<file path="config.mk">
export PLATFORM = sky130hd
export DESIGN_NAME = lan_ctrl_regs
export DESIGN_NICKNAME = d
export VERILOG_FILES = /design/src/verilog/lan_regs_pkg.sv /design/src/verilog/lan_ctrl_regs.sv
export SDC_FILE = /design/constraint.sdc
export NUM_CORES = 1
export LEC_CHECK = 0
export BUFFER_PORTS_ARGS = -buffer_cell sky130_fd_sc_hd__buf_2
export CELL_PAD_IN_SITES_DETAIL_PLACEMENT = 0
export CELL_PAD_IN_SITES_GLOBAL_PLACEMENT = 1
export CORE_UTILIZATION = 35
export DETAILED_ROUTE_END_ITERATION = 8
export GPL_TIMING_DRIVEN = 1
export PLACE_DENSITY_LB_ADDON = 0.12
export REMOVE_ABC_BUFFERS = 1
export SLEW_MARGIN = 15
export SYNTH_ARGS = -nofsm -noshare
export SYNTH_HDL_FRONTEND = slang
export SYNTH_SLANG_ARGS = --single-unit
</file>
<file path="constraint.sdc">
create_clock -name clk_sys -period 3.1 [get_ports clk_sys]
set_input_delay 0.465 -clock clk_sys [delete_from_list [all_inputs] [get_ports clk_sys]]
set_output_delay 0.465 -clock clk_sys [all_outputs]
set_load 0.05 [all_outputs]
</file>
<file path="src/verilog/lan_regs_pkg.sv">
// Purpose: Constants, types and decode helpers for the lock alarm / NVM control register slice
// Assumes: Register offsets are word indices; byte address on the bus is four times the index
// Notes: Page number is index bits 15:8, offset within the page is bits 7:0
package lan_regs_pkg;

	// ========================================
	// Bus geometry
	localparam int ADDR_W = 18;
	localparam int IDX_W = 16;

	// ========================================
	// Register indices
	localparam logic [15:0] IDX_SET_LEVEL = 16'h009E;
	localparam logic [15:0] IDX_CLEAR_LEVEL = 16'h00A0;
	localparam logic [15:0] IDX_TIMER_CTL = 16'h00A2;
	localparam logic [15:0] IDX_CLR_DELAY_LO = 16'h00A9;
	localparam logic [15:0] IDX_WRITE_COUNT = 16'h00E2;
	localparam logic [15:0] IDX_BURN_CMD = 16'h00E3;
	localparam logic [15:0] IDX_RELOAD = 16'h00E4;
	localparam logic [15:0] IDX_EXTEND_CTL = 16'h00E5;
	localparam logic [15:0] IDX_EXTEND_LO = 16'h00EA;
	localparam logic [15:0] IDX_FLAG_SUMMARY = 16'h00F6;
	localparam logic [15:0] IDX_SYS_FLAGS = 16'h00F7;
	localparam logic [15:0] IDX_INP_FLAGS = 16'h00F8;
	localparam logic [15:0] IDX_PLL_FLAGS = 16'h00F9;
	localparam logic [7:0] PAGE_OFS_READY = 8'hFE;
	localparam logic [15:0] IDX_OUT_GATE = 16'h0102;

	// ========================================
	// Field positions, codes and reset values
	localparam int LEVEL_LSB = 4;
	localparam int TIMER_EN_BIT = 1;
	localparam int RELOAD_BIT = 0;
	localparam int EXTEND_EN_BIT = 5;
	localparam int GATE_BIT = 0;
	localparam int WIDE_BYTES = 4;
	localparam logic [31:0] WIDE_MASK = 32'h1FFF_FFFF;
	localparam logic [7:0] BURN_KEY = 8'hC7;
	localparam logic [7:0] READY_CODE = 8'h0F;
	localparam logic [7:0] NOT_READY_CODE = 8'h00;
	localparam logic [1:0] WRITE_COUNT_MAX = 2'h3;
	localparam logic [7:0] SYS_FLAG_MASK = 8'h37;
	localparam logic [7:0] INP_FLAG_MASK = 8'hFF;
	localparam logic [7:0] PLL_FLAG_MASK = 8'h22;
	localparam logic [3:0] RST_LEVEL = 4'h0;
	localparam logic [7:0] RST_BURN_CMD = 8'h00;
	localparam logic RST_TIMER_EN = 1'b0;
	localparam logic RST_EXTEND_EN = 1'b1;
	localparam logic RST_GATE = 1'b1;
	localparam logic [1:0] RESP_OKAY = 2'h0;
	localparam logic [1:0] RESP_SLVERR = 2'h2;

	// ========================================
	// Types
	typedef enum logic [1:0] {
		LAN_NVM_IDLE = 2'b00,
		LAN_NVM_BURN = 2'b01,
		LAN_NVM_RELOAD = 2'b10
	} lan_nvm_state_t;

	typedef struct packed {
		logic [16:0] setTenthsPpm;
		logic setValid;
		logic [16:0] clearTenthsPpm;
		logic clearValid;
		logic timerOn;
		logic [28:0] clearDelay;
		logic extendOn;
		logic [28:0] extendLen;
	} lan_cfg_t;

	typedef struct packed {
		logic [7:0] sys;
		logic [7:0] inp;
		logic [7:0] pll;
	} lan_alarm_t;

	// ========================================
	// Threshold ladder in tenths of a ppm; codes above 10 give zero
	function automatic logic [16:0] lan_ppm_tenths(input logic [3:0] code);
		case (code)
			4'h0: lan_ppm_tenths = 17'h00001;
			4'h1: lan_ppm_tenths = 17'h00003;
			4'h2: lan_ppm_tenths = 17'h0000A;
			4'h3: lan_ppm_tenths = 17'h0001E;
			4'h4: lan_ppm_tenths = 17'h00064;
			4'h5: lan_ppm_tenths = 17'h0012C;
			4'h6: lan_ppm_tenths = 17'h003E8;
			4'h7: lan_ppm_tenths = 17'h00BB8;
			4'h8: lan_ppm_tenths = 17'h02710;
			4'h9: lan_ppm_tenths = 17'h07530;
			4'hA: lan_ppm_tenths = 17'h186A0;
			default: lan_ppm_tenths = 17'h00000;
		endcase
	endfunction : lan_ppm_tenths

	function automatic logic [7:0] lan_count_code(input logic [1:0] cnt);
		case (cnt)
			2'h0: lan_count_code = 8'h00;
			2'h1: lan_count_code = 8'h03;
			2'h2: lan_count_code = 8'h0F;
			default: lan_count_code = 8'h3F;
		endcase
	endfunction : lan_count_code

endpackage : lan_regs_pkg

</file>
<file path="src/verilog/lan_ctrl_regs.sv">
// Purpose: AXI4-Lite register slice for lock-loss thresholds, NVM burn/reload, fastlock extension,
//   alarm flag groups, device ready byte and the global output gate
// Assumes: Flag events, NVM done pulses and output enables come from logic on clk_sys
// Notes: Single-byte registers sit in bits 7:0 of each word; upper bits read zero
// Contract
// - The set-level code in bits 7:4 at 0x009E decodes 0..10 to 0.1 through 10000 ppm.
// - The clear-level code in bits 7:4 at 0x00A0 decodes with the same ladder.
// - Bit 1 at 0x00A2 turns the lock-loss timer on when 1 and off when 0.
// - The byte at 0x00E2 reads 0, 3, 15 or 63 for zero to three bank writes done.
// - Writing 0xC7 to 0x00E3 starts a burn of the non-volatile bank.
// - Setting bit 0 at 0x00E4 copies non-volatile contents into volatile storage.
// - Bit 5 at 0x00E5 extends fastlock past lock-loss clear when 1 (default) or not when 0.
// - The fastlock extension length is 29 bits over four bytes from 0x00EA, top byte 28:24.
// - The ready byte at 0x00FE reads 0x0F once ready, and software waits for it.
// - The ready byte reads at offset 0xFE of every page.
// - Bit 0 at 0x0102 passes output enables through when 1 and kills all outputs when 0.
module lan_ctrl_regs #(
	parameter int NUM_OUT = 10
) (
	input wire logic clk_sys,
	input wire logic nrst,
	input wire logic [lan_regs_pkg::ADDR_W-1:0] s_axi_awaddr,
	input wire logic s_axi_awvalid,
	output logic s_axi_awready,
	input wire logic [31:0] s_axi_wdata,
	input wire logic [3:0] s_axi_wstrb,
	input wire logic s_axi_wvalid,
	output logic s_axi_wready,
	output logic [1:0] s_axi_bresp,
	output logic s_axi_bvalid,
	input wire logic s_axi_bready,
	input wire logic [lan_regs_pkg::ADDR_W-1:0] s_axi_araddr,
	input wire logic s_axi_arvalid,
	output logic s_axi_arready,
	output logic [31:0] s_axi_rdata,
	output logic [1:0] s_axi_rresp,
	output logic s_axi_rvalid,
	input wire logic s_axi_rready,
	input wire lan_regs_pkg::lan_alarm_t alarmEvent,
	input wire logic burnDone,
	input wire logic reloadDone,
	input wire logic [NUM_OUT-1:0] outEnReq,
	output lan_regs_pkg::lan_cfg_t cfgOut,
	output logic burnStart,
	output logic reloadStart,
	output logic [NUM_OUT-1:0] outEnGated
);

	// ========================================
	// Write channel capture: address and data taken in either order
	logic awHeld_ff;
	logic [lan_regs_pkg::IDX_W-1:0] awIdx_ff;
	logic wHeld_ff;
	logic [7:0] wByte_ff;
	logic wLane0_ff;
	logic bvalid_ff;
	logic [1:0] bresp_ff;
	logic wrTake;
	logic wrEn;
	logic [lan_regs_pkg::IDX_W-1:0] wrIdx;
	logic [7:0] wrByte;

	assign s_axi_awready = !awHeld_ff;
	assign s_axi_wready = !wHeld_ff;
	assign s_axi_bvalid = bvalid_ff;
	assign s_axi_bresp = bresp_ff;
	assign wrTake = awHeld_ff && wHeld_ff && !bvalid_ff;
	assign wrIdx = awIdx_ff;
	assign wrByte = wByte_ff;
	// A write with lane 0 disabled is answered but stores nothing
	assign wrEn = wrTake && wLane0_ff && isWritable(awIdx_ff);

	function automatic logic isWritable(input logic [lan_regs_pkg::IDX_W-1:0] idx);
		isWritable = (idx == lan_regs_pkg::IDX_SET_LEVEL) || (idx == lan_regs_pkg::IDX_CLEAR_LEVEL)
			|| (idx == lan_regs_pkg::IDX_TIMER_CTL) || (idx == lan_regs_pkg::IDX_BURN_CMD)
			|| (idx == lan_regs_pkg::IDX_RELOAD) || (idx == lan_regs_pkg::IDX_EXTEND_CTL)
			|| (idx == lan_regs_pkg::IDX_OUT_GATE)
			|| (idx >= lan_regs_pkg::IDX_CLR_DELAY_LO && idx < lan_regs_pkg::IDX_CLR_DELAY_LO + 16'h0004)
			|| (idx >= lan_regs_pkg::IDX_EXTEND_LO && idx < lan_regs_pkg::IDX_EXTEND_LO + 16'h0004);
	endfunction : isWritable

	always_ff @(posedge clk_sys) begin
		if (!nrst) begin
			awHeld_ff <= 1'b0;
			awIdx_ff <= '0;
		end else if (s_axi_awvalid && !awHeld_ff) begin
			awHeld_ff <= 1'b1;
			awIdx_ff <= s_axi_awaddr[lan_regs_pkg::ADDR_W-1:2];
		end else if (wrTake) begin
			awHeld_ff <= 1'b0;
		end
	end

	always_ff @(posedge clk_sys) begin
		if (!nrst) begin
			wHeld_ff <= 1'b0;
			wByte_ff <= 8'h00;
			wLane0_ff <= 1'b0;
		end else if (s_axi_wvalid && !wHeld_ff) begin
			wHeld_ff <= 1'b1;
			wByte_ff <= s_axi_wdata[7:0];
			wLane0_ff <= s_axi_wstrb[0];
		end else if (wrTake) begin
			wHeld_ff <= 1'b0;
		end
	end

	always_ff @(posedge clk_sys) begin
		if (!nrst) begin
			bvalid_ff <= 1'b0;
			bresp_ff <= lan_regs_pkg::RESP_OKAY;
		end else if (wrTake) begin
			bvalid_ff <= 1'b1;
			bresp_ff <= isWritable(awIdx_ff) ? lan_regs_pkg::RESP_OKAY : lan_regs_pkg::RESP_SLVERR;
		end else if (s_axi_bready) begin
			bvalid_ff <= 1'b0;
		end
	end

	// ========================================
	// Configuration registers
	logic [3:0] setLevel_ff;
	logic [3:0] clearLevel_ff;
	logic timerOn_ff;
	logic [31:0] clearDelay_ff;
	logic [31:0] nxt_clearDelay;
	logic [7:0] burnCmd_ff;
	logic extendOn_ff;
	logic [31:0] extendLen_ff;
	logic [31:0] nxt_extendLen;
	logic gate_ff;

	always_ff @(posedge clk_sys) begin
		if (!nrst) begin
			setLevel_ff <= lan_regs_pkg::RST_LEVEL;
			clearLevel_ff <= lan_regs_pkg::RST_LEVEL;
			timerOn_ff <= lan_regs_pkg::RST_TIMER_EN;
			burnCmd_ff <= lan_regs_pkg::RST_BURN_CMD;
			extendOn_ff <= lan_regs_pkg::RST_EXTEND_EN;
			gate_ff <= lan_regs_pkg::RST_GATE;
		end else if (wrEn) begin
			case (wrIdx)
				lan_regs_pkg::IDX_SET_LEVEL: setLevel_ff <= wrByte[7:4];
				lan_regs_pkg::IDX_CLEAR_LEVEL: clearLevel_ff <= wrByte[7:4];
				lan_regs_pkg::IDX_TIMER_CTL: timerOn_ff <= wrByte[lan_regs_pkg::TIMER_EN_BIT];
				lan_regs_pkg::IDX_BURN_CMD: burnCmd_ff <= wrByte;
				lan_regs_pkg::IDX_EXTEND_CTL: extendOn_ff <= wrByte[lan_regs_pkg::EXTEND_EN_BIT];
				lan_regs_pkg::IDX_OUT_GATE: gate_ff <= wrByte[lan_regs_pkg::GATE_BIT];
				default: ;
			endcase
		end
	end

	// Wide fields: bytes land in order of index, bits above 28 never store
	always_comb begin
		nxt_clearDelay = clearDelay_ff;
		nxt_extendLen = extendLen_ff;
		for (int k = 0; k < lan_regs_pkg::WIDE_BYTES; k++) begin
			if (wrEn && wrIdx == lan_regs_pkg::IDX_CLR_DELAY_LO + 16'(k)) begin
				nxt_clearDelay[k*8 +: 8] = wrByte;
			end
			if (wrEn && wrIdx == lan_regs_pkg::IDX_EXTEND_LO + 16'(k)) begin
				nxt_extendLen[k*8 +: 8] = wrByte;
			end
		end
		nxt_clearDelay = nxt_clearDelay & lan_regs_pkg::WIDE_MASK;
		nxt_extendLen = nxt_extendLen & lan_regs_pkg::WIDE_MASK;
	end

	always_ff @(posedge clk_sys) begin
		if (!nrst) begin
			clearDelay_ff <= 32'h0000_0000;
			extendLen_ff <= 32'h0000_0000;
		end else begin
			clearDelay_ff <= nxt_clearDelay;
			extendLen_ff <= nxt_extendLen;
		end
	end

	// ========================================
	// Decoded configuration and gated output enables
	lan_regs_pkg::lan_cfg_t cfg_ff;
	logic [NUM_OUT-1:0] outEn_ff;

	assign cfgOut = cfg_ff;
	assign outEnGated = outEn_ff;

	always_ff @(posedge clk_sys) begin
		if (!nrst) begin
			cfg_ff <= '0;
		end else begin
			cfg_ff.setTenthsPpm <= lan_regs_pkg::lan_ppm_tenths(setLevel_ff);
			cfg_ff.setValid <= (setLevel_ff <= 4'hA);
			cfg_ff.clearTenthsPpm <= lan_regs_pkg::lan_ppm_tenths(clearLevel_ff);
			cfg_ff.clearValid <= (clearLevel_ff <= 4'hA);
			cfg_ff.timerOn <= timerOn_ff;
			cfg_ff.clearDelay <= clearDelay_ff[28:0];
			cfg_ff.extendOn <= extendOn_ff;
			cfg_ff.extendLen <= extendLen_ff[28:0];
		end
	end

	always_ff @(posedge clk_sys) begin
		if (!nrst) begin
			outEn_ff <= '0;
		end else begin
			outEn_ff <= outEnReq & {NUM_OUT{gate_ff}};
		end
	end

	// ========================================
	// NVM sequencing; a reload runs from reset so the ready byte waits for it
	lan_regs_pkg::lan_nvm_state_t nvmState_ff;
	logic burnStart_ff;
	logic reloadStart_ff;
	logic [1:0] writeCount_ff;
	logic burnReq;
	logic reloadReq;
	logic [7:0] readyByte;

	assign burnStart = burnStart_ff;
	assign reloadStart = reloadStart_ff;
	assign burnReq = wrEn && wrIdx == lan_regs_pkg::IDX_BURN_CMD && wrByte == lan_regs_pkg::BURN_KEY;
	assign reloadReq = wrEn && wrIdx == lan_regs_pkg::IDX_RELOAD && wrByte[lan_regs_pkg::RELOAD_BIT];
	assign readyByte = (nvmState_ff == lan_regs_pkg::LAN_NVM_IDLE) ?
		lan_regs_pkg::READY_CODE : lan_regs_pkg::NOT_READY_CODE;

	always_ff @(posedge clk_sys) begin
		if (!nrst) begin
			nvmState_ff <= lan_regs_pkg::LAN_NVM_RELOAD;
			burnStart_ff <= 1'b0;
			reloadStart_ff <= 1'b1;
		end else begin
			burnStart_ff <= 1'b0;
			reloadStart_ff <= 1'b0;
			case (nvmState_ff)
				// Requests while busy are dropped: NVM cannot queue a second operation
				lan_regs_pkg::LAN_NVM_IDLE: begin
					if (burnReq) begin
						nvmState_ff <= lan_regs_pkg::LAN_NVM_BURN;
						burnStart_ff <= 1'b1;
					end else if (reloadReq) begin
						nvmState_ff <= lan_regs_pkg::LAN_NVM_RELOAD;
						reloadStart_ff <= 1'b1;
					end
				end
				lan_regs_pkg::LAN_NVM_BURN: begin
					if (burnDone) begin
						nvmState_ff <= lan_regs_pkg::LAN_NVM_IDLE;
					end
				end
				lan_regs_pkg::LAN_NVM_RELOAD: begin
					if (reloadDone) begin
						nvmState_ff <= lan_regs_pkg::LAN_NVM_IDLE;
					end
				end
				default: nvmState_ff <= lan_regs_pkg::LAN_NVM_IDLE;
			endcase
		end
	end

	always_ff @(posedge clk_sys) begin
		if (!nrst) begin
			writeCount_ff <= 2'h0;
		end else if (nvmState_ff == lan_regs_pkg::LAN_NVM_BURN && burnDone
			&& writeCount_ff != lan_regs_pkg::WRITE_COUNT_MAX) begin
			writeCount_ff <= writeCount_ff + 2'h1;
		end
	end

	// ========================================
	// Sticky alarm flags, cleared by reading their register; a new event wins
	lan_regs_pkg::lan_alarm_t flags_ff;
	lan_regs_pkg::lan_alarm_t flagClr;
	logic [2:0] summary;
	logic rdTake;
	logic [lan_regs_pkg::IDX_W-1:0] rdIdx;

	assign rdTake = s_axi_arvalid && !s_axi_rvalid;
	assign rdIdx = s_axi_araddr[lan_regs_pkg::ADDR_W-1:2];
	assign flagClr.sys = {8{rdTake && rdIdx == lan_regs_pkg::IDX_SYS_FLAGS}};
	assign flagClr.inp = {8{rdTake && rdIdx == lan_regs_pkg::IDX_INP_FLAGS}};
	assign flagClr.pll = {8{rdTake && rdIdx == lan_regs_pkg::IDX_PLL_FLAGS}};
	assign summary = {|flags_ff.pll, |flags_ff.inp, |flags_ff.sys};

	always_ff @(posedge clk_sys) begin
		if (!nrst) begin
			flags_ff <= '0;
		end else begin
			flags_ff.sys <= ((flags_ff.sys & ~flagClr.sys) | alarmEvent.sys) & lan_regs_pkg::SYS_FLAG_MASK;
			flags_ff.inp <= ((flags_ff.inp & ~flagClr.inp) | alarmEvent.inp) & lan_regs_pkg::INP_FLAG_MASK;
			flags_ff.pll <= ((flags_ff.pll & ~flagClr.pll) | alarmEvent.pll) & lan_regs_pkg::PLL_FLAG_MASK;
		end
	end

	// ========================================
	// Read channel
	logic rvalid_ff;
	logic [31:0] rdata_ff;
	logic [1:0] rresp_ff;
	logic [7:0] rdByte;
	logic rdHit;

	assign s_axi_arready = !rvalid_ff;
	assign s_axi_rvalid = rvalid_ff;
	assign s_axi_rdata = rdata_ff;
	assign s_axi_rresp = rresp_ff;

	always_comb begin
		rdByte = 8'h00;
		rdHit = 1'b1;
		if (rdIdx[7:0] == lan_regs_pkg::PAGE_OFS_READY) begin
			rdByte = readyByte;
		end else if (rdIdx >= lan_regs_pkg::IDX_CLR_DELAY_LO
			&& rdIdx < lan_regs_pkg::IDX_CLR_DELAY_LO + 16'h0004) begin
			rdByte = clearDelay_ff[
				{2'(rdIdx[1:0] - lan_regs_pkg::IDX_CLR_DELAY_LO[1:0]), 3'h0} +: 8];
		end else if (rdIdx >= lan_regs_pkg::IDX_EXTEND_LO
			&& rdIdx < lan_regs_pkg::IDX_EXTEND_LO + 16'h0004) begin
			rdByte = extendLen_ff[
				{2'(rdIdx[1:0] - lan_regs_pkg::IDX_EXTEND_LO[1:0]), 3'h0} +: 8];
		end else begin
			case (rdIdx)
				lan_regs_pkg::IDX_SET_LEVEL: rdByte = {setLevel_ff, 4'h0};
				lan_regs_pkg::IDX_CLEAR_LEVEL: rdByte = {clearLevel_ff, 4'h0};
				lan_regs_pkg::IDX_TIMER_CTL: rdByte = {6'h00, timerOn_ff, 1'b0};
				lan_regs_pkg::IDX_WRITE_COUNT: rdByte = lan_regs_pkg::lan_count_code(writeCount_ff);
				lan_regs_pkg::IDX_BURN_CMD: rdByte = burnCmd_ff;
				lan_regs_pkg::IDX_RELOAD: rdByte = {7'h00, nvmState_ff == lan_regs_pkg::LAN_NVM_RELOAD};
				lan_regs_pkg::IDX_EXTEND_CTL: rdByte = {2'h0, extendOn_ff, 5'h00};
				lan_regs_pkg::IDX_FLAG_SUMMARY: rdByte = {5'h00, summary};
				lan_regs_pkg::IDX_SYS_FLAGS: rdByte = flags_ff.sys;
				lan_regs_pkg::IDX_INP_FLAGS: rdByte = flags_ff.inp;
				lan_regs_pkg::IDX_PLL_FLAGS: rdByte = flags_ff.pll;
				lan_regs_pkg::IDX_OUT_GATE: rdByte = {7'h00, gate_ff};
				default: rdHit = 1'b0;
			endcase
		end
	end

	always_ff @(posedge clk_sys) begin
		if (!nrst) begin
			rvalid_ff <= 1'b0;
			rdata_ff <= 32'h0000_0000;
			rresp_ff <= lan_regs_pkg::RESP_OKAY;
		end else if (rdTake) begin
			rvalid_ff <= 1'b1;
			rdata_ff <= {24'h00_0000, rdByte};
			rresp_ff <= rdHit ? lan_regs_pkg::RESP_OKAY : lan_regs_pkg::RESP_SLVERR;
		end else if (s_axi_rready) begin
			rvalid_ff <= 1'b0;
		end
	end
endmodule : lan_ctrl_regs

</file>
==> flow_metrics.tcl, run 1 <==
set metrics [dict create \
    cp_max_fo 8 \
    synthesis.area_sq_um 9570 \
    row_count 60 \
    fin_cells 1579 \
    cp-start-kind "flop" \
    rsz0062_at_grt "false" \
    leakagePower_nw 5.63 \
    fin_crit_sh_pct 78.9 \
    wl_met3_mm 1.40 \
    layout.nets 1349 \
    crit_family "simple AND/OR/NAND/NOR gates" \
    route.met2.wl_mm 13.0 \
    worstSetupEndpointType "flop" \
    die_x_microns 167 \
    ir_drop_uv 389 \
    highest_layer "met4" \
    multi_input_area_sq_um 4170 \
    design.die.area_sq_um 28000 \
    cts_hold_buf 0 \
    cts.clk_slew.worst_paths_ns 0.06 \
    synth-edff-count 0 \
    antenna_found_initial 0 \
    clockRootBuffer "clkbuf_16" \
    drtIter0Drc 449 \
    final.min_clock_period_ns 2.45 \
    setup_tns_ns 0 \
    cts_resized 0 \
    design.core.area_sq_um 26900 \
    layout-drive-gt1-share_pct 24.2 \
    vias_per_cell 5.01 \
    initial_utilization_pct 35.6 \
    outcome "completed" \
    max_freq_mhz 409 \
    crit_type "flop to flop" \
    ys_async_sr_fraction_pct 0 \
    fin_skew_ns 0.0209 \
    hpwl_mm 20.5 \
    worstPathArrival_ns 2.83 \
    path_cells "or4_1, nor4_4, and2_1, nand2_1, mux2i_1" \
    wl_mm 27.8 \
    wl_met1_mm 12.9 \
    grt_use_total_pct 19.7 \
    avgSynthCellArea_sq_um 9.36 \
    max_cap_violations 0 \
    vias 7910 \
    ios 264 \
    worst_slew_pin_slew_ns 0.653 \
    hold_viol 0 \
    io_buffers 197 \
    cts_buffers 26 \
    cp_data_required_time_ns 3.48 \
    place_ws_ns 0.349 \
    n_antenna_cell 0 \
    htree_levels 1 \
    yosysWarnings 0 \
    cts_tree "built" \
    grt_pass1_wl_mm 43.1 \
    grt_max_degree 78 \
    worstPathBufferInverterCount 0 \
    seqCellArea_sq_um 4780 \
    final_util_pct 43.3 \
    final_max_slew_viol_count 0 \
    post_cts_buffers 0 \
    hp-class "input port to flop" \
    yosysSeqAreaShare_pct 50.0 \
    setup_viol 0 \
    die_h_microns 167 \
    slew-limit-headroom_pct 56.4 \
    powerDensity_nw_per_um2 573 \
    wl_per_cell_microns 17.6 \
    overflow 0 \
    grt_pass1_vias 7637 \
    drc_errors 0 \
    dp.cells 1532 \
    clock_path_buffers 3 \
    clk_latency_ns 0.54 \
    syn_inst 1022 \
    ys_seq_elements 239 \
    fill_cells 2758 \
    clkSinkCount 239 \
    synth.distinct_cells 79 \
    layout_setup_ws_ns 0.655 \
    synth_ff_type "dfxtp_1" \
    cpPeakStageDelay_ns 0.63 \
    syn_to_final_growth_pct 21.7 \
    cpMaxStageDelayCell "or4_1" \
    drtAntennaViolNets 0 \
    place.gp.congestion 0.883 \
    firstDrtPassIters 4 \
]
[kinds of logic (layout without fill, tap and decap cells)]
kind of cell               after synthesis  in the layout  synth area share, %
muxes                                   77             77                 9.45
DFF                                    239            239                 50.0
buffers and inverters                  143            334                 7.40
other                                    1             26               0.0392
and+or+nand+nor                        396            396                 21.2
adders and majority gates               15             15                 1.96
AOI/OAI and AO/OA                      149            149                 9.81
xor gates and xnor gates                 2              2                0.183
[sequential cells by signal, summed over array words and instances, names as in the netlist, 2 cells and up]
signal	flops
cfgOut	92
outEnGated	10
extendLen_ff	29
nvmState_ff	2
s_axi_rdata	8
wByte_ff	8
clearDelay_ff	29
awIdx_ff	16
setLevel_ff	4
burnCmd_ff	8
flags_ff	15
clearLevel_ff	4
writeCount_ff	2
[synthesized netlist by cell type, types with 5 or more instances]
library cell  instances  area share, %
a211oi_1              5           0.39
nor2b_1              15           0.98
ha_1                 15            2.0
buf_1                 5           0.20
nand2_1             148            5.8
nor4bb_1              7           0.73
clkbuf_1             34            1.3
nand4b_1              5           0.46
nor2_1               71            2.8
nand3_1              14           0.73
mux2i_1              63            6.6
dfxtp_1             239             50
and3_1               17            1.1
nand4_1              15           0.98
nor4_1               10           0.65
buf_6                 6           0.71
o21ai_0              38            2.0
and2_1               22            1.4
nand2b_1              7           0.46
a22oi_1               9           0.71
inv_1                64            2.5
nor3_1               26            1.4
mux4_2                9            2.1
buf_4                30            2.4
nor4b_1               5           0.46
a21oi_1              54            2.8
[per-layer routing]
metal,global-route usage [%],up-vias
li1,-,3871
met1,26.5,3786
met2,33.0,220
met3,3.29,33
met4,4.83,0
met5,0,-
[final timing paths]
kind | startpoint | endpoint | slack, ns | depth (start not counted)
worst max register to register | awIdx_ff[12] | extendLen_ff[16] | 0.65 | 5
worst min-delay path | alarmEvent[11] | flags_ff[11] | 0.14 | 3
worst max-delay path | awIdx_ff[12] | extendLen_ff[16] | 0.65 | 5
worst min register to register | extendLen_ff[11] | cfgOut[11] | 0.45 | 2
[tightest hold or removal path, cell delays in order]
cell and delay (ns):
buf_2 0.08, a21oi_1 0.03, nor2_1 0.06
[report_power, final]
part / internal, mW / switching [mW]
Sequential: 3.13 / 0.0568
Combinational: 0.139 / 0.355
Clock: 1.72 / 1.27
Total: 4.99 / 1.69
[cell type report]
cell class                 instances  area share [%]
sequential                       239            41.1
clock buffer                      30            5.71
inverter                          64            2.06
timing repair buffer             223            10.2
clock inverter                    17            1.42
tap                              341            3.66
multi-input combinational        665            35.8
[stage by stage]
| stage | hold slack [ns] | instance area (sq um) | power (mW) |
|---|---|---|---|
| CTS | 0.117 | 11600 | 6.76 |
| floorplan | 0.417 | 9200 | 3.54 |
| global placement | 0.442 | 10800 | 3.75 |
| finish | 0.138 | 11600 | 6.67 |
| global route | 0.140 | 11600 | 6.95 |
| detailed placement | 0.443 | 10800 | 3.75 |
[cells in the final DEF, fill, tap and decap left out, drive strengths merged, types with 4 or more instances in the layout]
master	instances
dfxtp	239
buf	223
nand2	148
nor2	71
inv	65
mux2i	63
a21oi	54
o21ai	39
clkbuf	30
nor3	26
conb	26
and2	22
and3	17
nor2b	15
nand4	15
ha	15
nand3	15
nor4	12
clkinv	11
mux4	10
a22oi	9
nand2b	7
nor4bb	7
or4	7
a211oi	6
nor4b	5
nand4b	5
or3	5
mux2	4
or4b	4
o211ai	4
and4	4
Note: power is estimated with default switching activity, not from simulation.
==> inputs of run 2 (changes only) <==
--- a/config.mk
+++ b/config.mk
@@ -8,7 +8,7 @@
 export BUFFER_PORTS_ARGS = -buffer_cell sky130_fd_sc_hd__buf_2
 export CELL_PAD_IN_SITES_DETAIL_PLACEMENT = 0
 export CELL_PAD_IN_SITES_GLOBAL_PLACEMENT = 1
-export CORE_UTILIZATION = 35
+export CORE_UTILIZATION = 39
 export DETAILED_ROUTE_END_ITERATION = 8
 export GPL_TIMING_DRIVEN = 1
 export PLACE_DENSITY_LB_ADDON = 0.12
==> constraint.sdc (replaced) <==
create_clock -name clk_sys -period 2.5 [get_ports clk_sys]
set_input_delay 0.375 -clock clk_sys [delete_from_list [all_inputs] [get_ports clk_sys]]
set_output_delay 0.375 -clock clk_sys [all_outputs]
set_load 0.05 [all_outputs]
==> run 2 against run 1 <==
Non-clock buffer count increased by 36. Highest routed layer unchanged. Flip-flop and latch count stayed put. Die area is 10% lower. Critical path depth is the same. Sequential power is 24% higher. Clock power grew 29%. Total power increased by 26%. Sequential share of layout area shrank 0.99 points. Via count grew 0.28%. Critical endpoint is now gate_ff. Count of clock-buffer cells in the layout decreased by 1. Cell count up 0.82%.
==> flow_metrics.tcl, run 2 (synthesized netlist as in run 1, its figures left out) <==
set metrics [dict create \
    die_x_microns 159 \
    cp-start-kind "flop" \
    ios 264 \
    worstSetupEndpointType "flop" \
    grt_pass1_wl_mm 42.4 \
    max_freq_mhz 434 \
    wl_mm 27.6 \
    clk_latency_ns 0.55 \
    powerDensity_nw_per_um2 707 \
    r2r-end "gate_ff" \
    grt_pass1_vias 7656 \
    grt_use_total_pct 22.1 \
    place.gp.congestion 0.924 \
    firstDrtPassIters 4 \
    htree_levels 1 \
    crit_family "simple AND/OR/NAND/NOR gates" \
    final_max_slew_viol_count 0 \
    clkSinkCount 239 \
    critical_path_depth 5 \
    die_h_microns 159 \
    worstPathBufferInverterCount 0 \
    fin_crit_sh_pct 92.2 \
    design.core.area_sq_um 23800 \
    overflow 0 \
    hpwl_mm 20.6 \
    row_count 56 \
    max_cap_violations 0 \
    cts_resized 0 \
    layout_common_cells "239 x dfxtp_1, 197 x buf_2, 148 x nand2_1" \
    r2r-start "awIdx_ff[12]" \
    antenna_found_initial 0 \
    final_util_pct 50.2 \
    dp.cells 1545 \
    fin_skew_ns 0.0171 \
    drc_errors 0 \
    drtAntennaViolNets 0 \
    clockRootBuffer "clkbuf_16" \
    worst_slew_pin_slew_ns 1.05 \
    largest_reg_flops 92 \
    startpoint "awIdx_ff[12]" \
    initial_utilization_pct 40.3 \
    post_cts_buffers 0 \
    cpMaxStageDelayCell "or4b_2" \
    cp_max_fo 3 \
    design.die.area_sq_um 25200 \
    clock_path_buffers 3 \
    rsz0062_at_grt "false" \
    leakagePower_nw 5.82 \
    io_buffers 197 \
    cts.clk_slew.worst_paths_ns 0.06 \
    wl_per_cell_microns 17.3 \
    setup_viol 0 \
    vias_per_cell 4.98 \
    p_total_mw 8.44 \
    hold_viol 0 \
    r2r_slack_ns 0.19 \
    path_cells "or4_1, nand4bb_1, or4b_2, mux2i_1, nand2_1" \
    drtIter0Drc 541 \
    critPathCapture "gate_ff" \
    layout-drive-gt1-share_pct 26.6 \
    place_ws_ns -0.0692 \
    worstPathArrival_ns 2.72 \
    n_antenna_cell 0 \
    final_common_cell "dfxtp_1" \
    crit_type "flop to flop" \
    cts_tree "built" \
    cpPeakStageDelay_ns 0.72 \
    fin_cells 1592 \
    grt_max_degree 55 \
    syn_to_final_growth_pct 24.7 \
    ir_drop_uv 501 \
    reg2reg_depth 5 \
    slew-limit-headroom_pct 29.8 \
    layout.nets 1384 \
    cts_buffers 25 \
    final.min_clock_period_ns 2.31 \
    cp_data_required_time_ns 2.91 \
    layout_setup_ws_ns 0.194 \
    hp-class "input port to flop" \
    vias 7932 \
    outcome "completed" \
    cts_hold_buf 0 \
]
run 2: cell count changes in the layout (fill, tap and decap cells not counted), moves of 2 or more:
cell	delta
buf_4	+35
clkbuf_1	-3
clkbuf_8	+3
clkinv_4	-2
clkinvlp_4	+2
run 2: worst reg2reg max path, cell delays in order, from the launching register on:
cell and delay, ns:
dfxtp_1 0.31, or4_1 0.62, nand4bb_1 0.30, or4b_2 0.72
mux2i_1 0.16, nand2_1 0.06
run 2: area by class of cell:
cell class / count / area, sq um
fill: 2344 / 11800
sequential: 239 / 4780
multi-input combinational: 665 / 4170
timing repair buffer: 259 / 1480
clock buffer: 29 / 671
tap: 319 / 399
inverter: 64 / 240
clock inverter: 17 / 191
run 2: per-stage QoR:
step | hold WS, ns | TNS [ns] | instance area (sq um)
CTS | 0.0312 | 0 | 11900
finish | 0.0307 | 0 | 11900
floorplan | 0.417 | 0 | 9200
detailed placement | 0.445 | -0.583 | 11100
global route | 0.0394 | 0 | 11900
global placement | 0.441 | -0.619 | 11100
run 2: worst min path at each step:
| stage | slack [ns] | cells after the start | startpoint | to |
|---|---|---|---|---|
| final | 0.03 | 3 | alarmEvent[13] | flags_ff[13] |
| after global routing | 0.04 | 3 | alarmEvent[14] | flags_ff[14] |
| after CTS | 0.03 | 3 | alarmEvent[13] | flags_ff[13] |
| after detailed placement | 0.44 | 2 | awIdx_ff[10] | awIdx_ff[10] |
| after global placement | 0.44 | 2 | extendLen_ff[11] | cfgOut[11] |
| after floorplan | 0.42 | 2 | extendLen_ff[8] | cfgOut[8] |
run 2: metal layers:
layer | track usage (%) | wire (microns)
met2 | 37.0 | 12900
met5 | 0 | 0
met1 | 29.1 | 12600
met4 | 7.14 | 784
met3 | 3.29 | 1290
run 2: report_power, final:
group | total (mW) | switching [mW] | internal, mW
clock network | 3.85 | 1.59 | 2.25
registers | 3.94 | 0.0654 | 3.88
logic | 0.649 | 0.450 | 0.199
total | 8.44 | 2.11 | 6.33
==> inputs of run 3 (changes only) <==
--- a/config.mk
+++ b/config.mk
@@ -12,6 +12,7 @@
 export DETAILED_ROUTE_END_ITERATION = 8
 export GPL_TIMING_DRIVEN = 1
 export PLACE_DENSITY_LB_ADDON = 0.12
+export RECOVER_POWER = 50
 export REMOVE_ABC_BUFFERS = 1
 export SLEW_MARGIN = 15
 export SYNTH_ARGS = -nofsm -noshare
==> run 3 against run 2 <==
Hold slack better by 0.0025 ns. Count of clock-buffer cells in the layout unchanged. Utilization decreased by 0.40 points. Critical path depth did not move. Sequential share of layout area increased by 0.32 points. Design area shrank 0.79%. Clock power is essentially flat. Global-route usage stayed put. Total power about the same. Via count up 0.37%. Combinational power is 0.9% lower.
==> flow_metrics.tcl, run 3 (synthesized netlist as in run 1, its figures left out) <==
set metrics [dict create \
    r2r-end "gate_ff" \
    ios 264 \
    drtAntennaViolNets 0 \
    cts_buffers 25 \
    leakagePower_nw 5.53 \
    ir_drop_uv 501 \
    gr-max-usage-layer "met2" \
    cpPeakStageDelay_ns 0.72 \
    drtIter0Drc 557 \
    clk_latency_ns 0.54 \
    r2r-start "awIdx_ff[12]" \
    worstPathBufferInverterCount 0 \
    reg2reg_depth 5 \
    max_cap_violations 0 \
    slew-limit-headroom_pct 29.7 \
    final_util_pct 49.8 \
    setup_viol 0 \
    final.min_clock_period_ns 2.33 \
    fin_crit_sh_pct 93.3 \
    hold_path_depth 3 \
    place.gp.congestion 0.924 \
    r2r_slack_ns 0.17 \
    powerDensity_nw_per_um2 712 \
    antenna_found_initial 0 \
    vias 7961 \
    firstDrtPassIters 4 \
    cp_max_fo 3 \
    holdCritStartpoint "alarmEvent[13]" \
    die_h_microns 159 \
    clkSinkCount 239 \
    worst_slew_pin_slew_ns 1.05 \
    row_count 56 \
    die_x_microns 159 \
    worstSetupEndpointType "flop" \
    vias_per_cell 5.00 \
    cp_data_required_time_ns 2.89 \
    design.core.area_sq_um 23800 \
    cts_tree "built" \
    layout.nets 1384 \
    final_max_slew_viol_count 0 \
    layout_setup_ws_ns 0.168 \
    outcome "completed" \
    io_buffers 197 \
    design.die.area_sq_um 25200 \
    clock_path_buffers 3 \
    overflow 0 \
    setup_tns_ns 0 \
    fin_skew_ns 0.0139 \
    grt_pass1_wl_mm 42.4 \
    grtUsageMet1_pct 29.1 \
    n_antenna_cell 0 \
    syn_to_final_growth_pct 23.7 \
    grt_pass1_vias 7656 \
    hold_viol 0 \
    cts_resized 0 \
    rsz0062_at_grt "false" \
    grt_max_degree 55 \
    htree_levels 1 \
    wl_mm 27.6 \
    place_ws_ns -0.0692 \
    grt_use_total_pct 22.1 \
    crit_family "simple AND/OR/NAND/NOR gates" \
    final_common_cell "dfxtp_1" \
    layout_common_cells "239 x dfxtp_1, 148 x nand2_1, 135 x buf_2" \
    hold_end "flags_ff[13]" \
    wl_per_cell_microns 17.3 \
    use_met3_pct 3.29 \
    worstPathArrival_ns 2.72 \
    hpwl_mm 20.6 \
    p_total_mw 8.43 \
    cp-start-kind "flop" \
    grtUsageMet2_pct 37.0 \
    crit_type "flop to flop" \
    cpMaxStageDelayCell "or4b_2" \
    max_freq_mhz 429 \
    initial_utilization_pct 40.3 \
    largest_reg_flops 92 \
    cts.clk_slew.worst_paths_ns 0.06 \
    fin_cells 1592 \
    layout-drive-gt1-share_pct 21.4 \
    drc_errors 0 \
    path_cells "or4_1, nand4bb_1, or4b_2, mux2i_1, nand2_1" \
    dp.cells 1545 \
    clockRootBuffer "clkbuf_16" \
    hp-class "input port to flop" \
]
## run 3: changes by cell type in the layout (fill, tap and decap cells not counted)
cell	previous run	this run
buf_2	197	135
inv_1	63	64
clkbuf_2	0	2
buf_4	60	55
and2_1	22	6
clkbuf_1	1	66
and2_0	0	16
inv_2	1	0
## run 3: metal layers
layer  part of all wire (%)  wire length (microns)
met3                    4.6                   1270
met5                      0                      0
met1                     45                  12500
met2                     47                  13000
met4                    2.9                    794
## run 3: power breakdown
part	internal (mW)	switching (mW)
sequential	3.88	0.0658
combinational	0.193	0.450
clock	2.25	1.59
total	6.32	2.11
## run 3: area by class of cell
type / instances / area (sq um)
fillers: 2383 / 11900
flip-flops and latches: 239 / 4780
multi-input cells: 665 / 4170
repair buffers: 259 / 1380
clock buffers: 29 / 671
well taps: 319 / 399
inverters: 64 / 240
clock inverters: 17 / 191
## run 3: tightest hold or removal path: stages
cell and delay (ns):
buf_2 0.08, a21oi_1 0.03, nor2_1 0.06
## run 3: worst max-delay path by stage
stage                               start                 to  slack, ns  cells after the start
after floorplan           s_axi_araddr[2]     s_axi_rdata[0]       0.04                      7
after global placement    s_axi_araddr[2]     s_axi_rdata[6]      -0.07                      9
after detailed placement  s_axi_araddr[2]       flags_ff[12]      -0.07                      9
after CTS                    awIdx_ff[12]  clearDelay_ff[18]       0.17                      5
after global routing         awIdx_ff[12]            gate_ff       0.07                      5
final                        awIdx_ff[12]            gate_ff       0.17                      5
## run 3: metrics by stage
step	hold WS, ns	area [sq um]
floorplan	0.417	9200
global placement	0.441	11100
detailed placement	0.445	11100
CTS	0.0312	11900
global route	0.0394	11800
finish	0.0331	11800
## run 3: what timing repair did
action,4_1_cts,5_1_grt
setup buffers,0,1
hold buffers,0,0
setup endpoints to repair,0,2
endpoints found under the hold margin,0,0
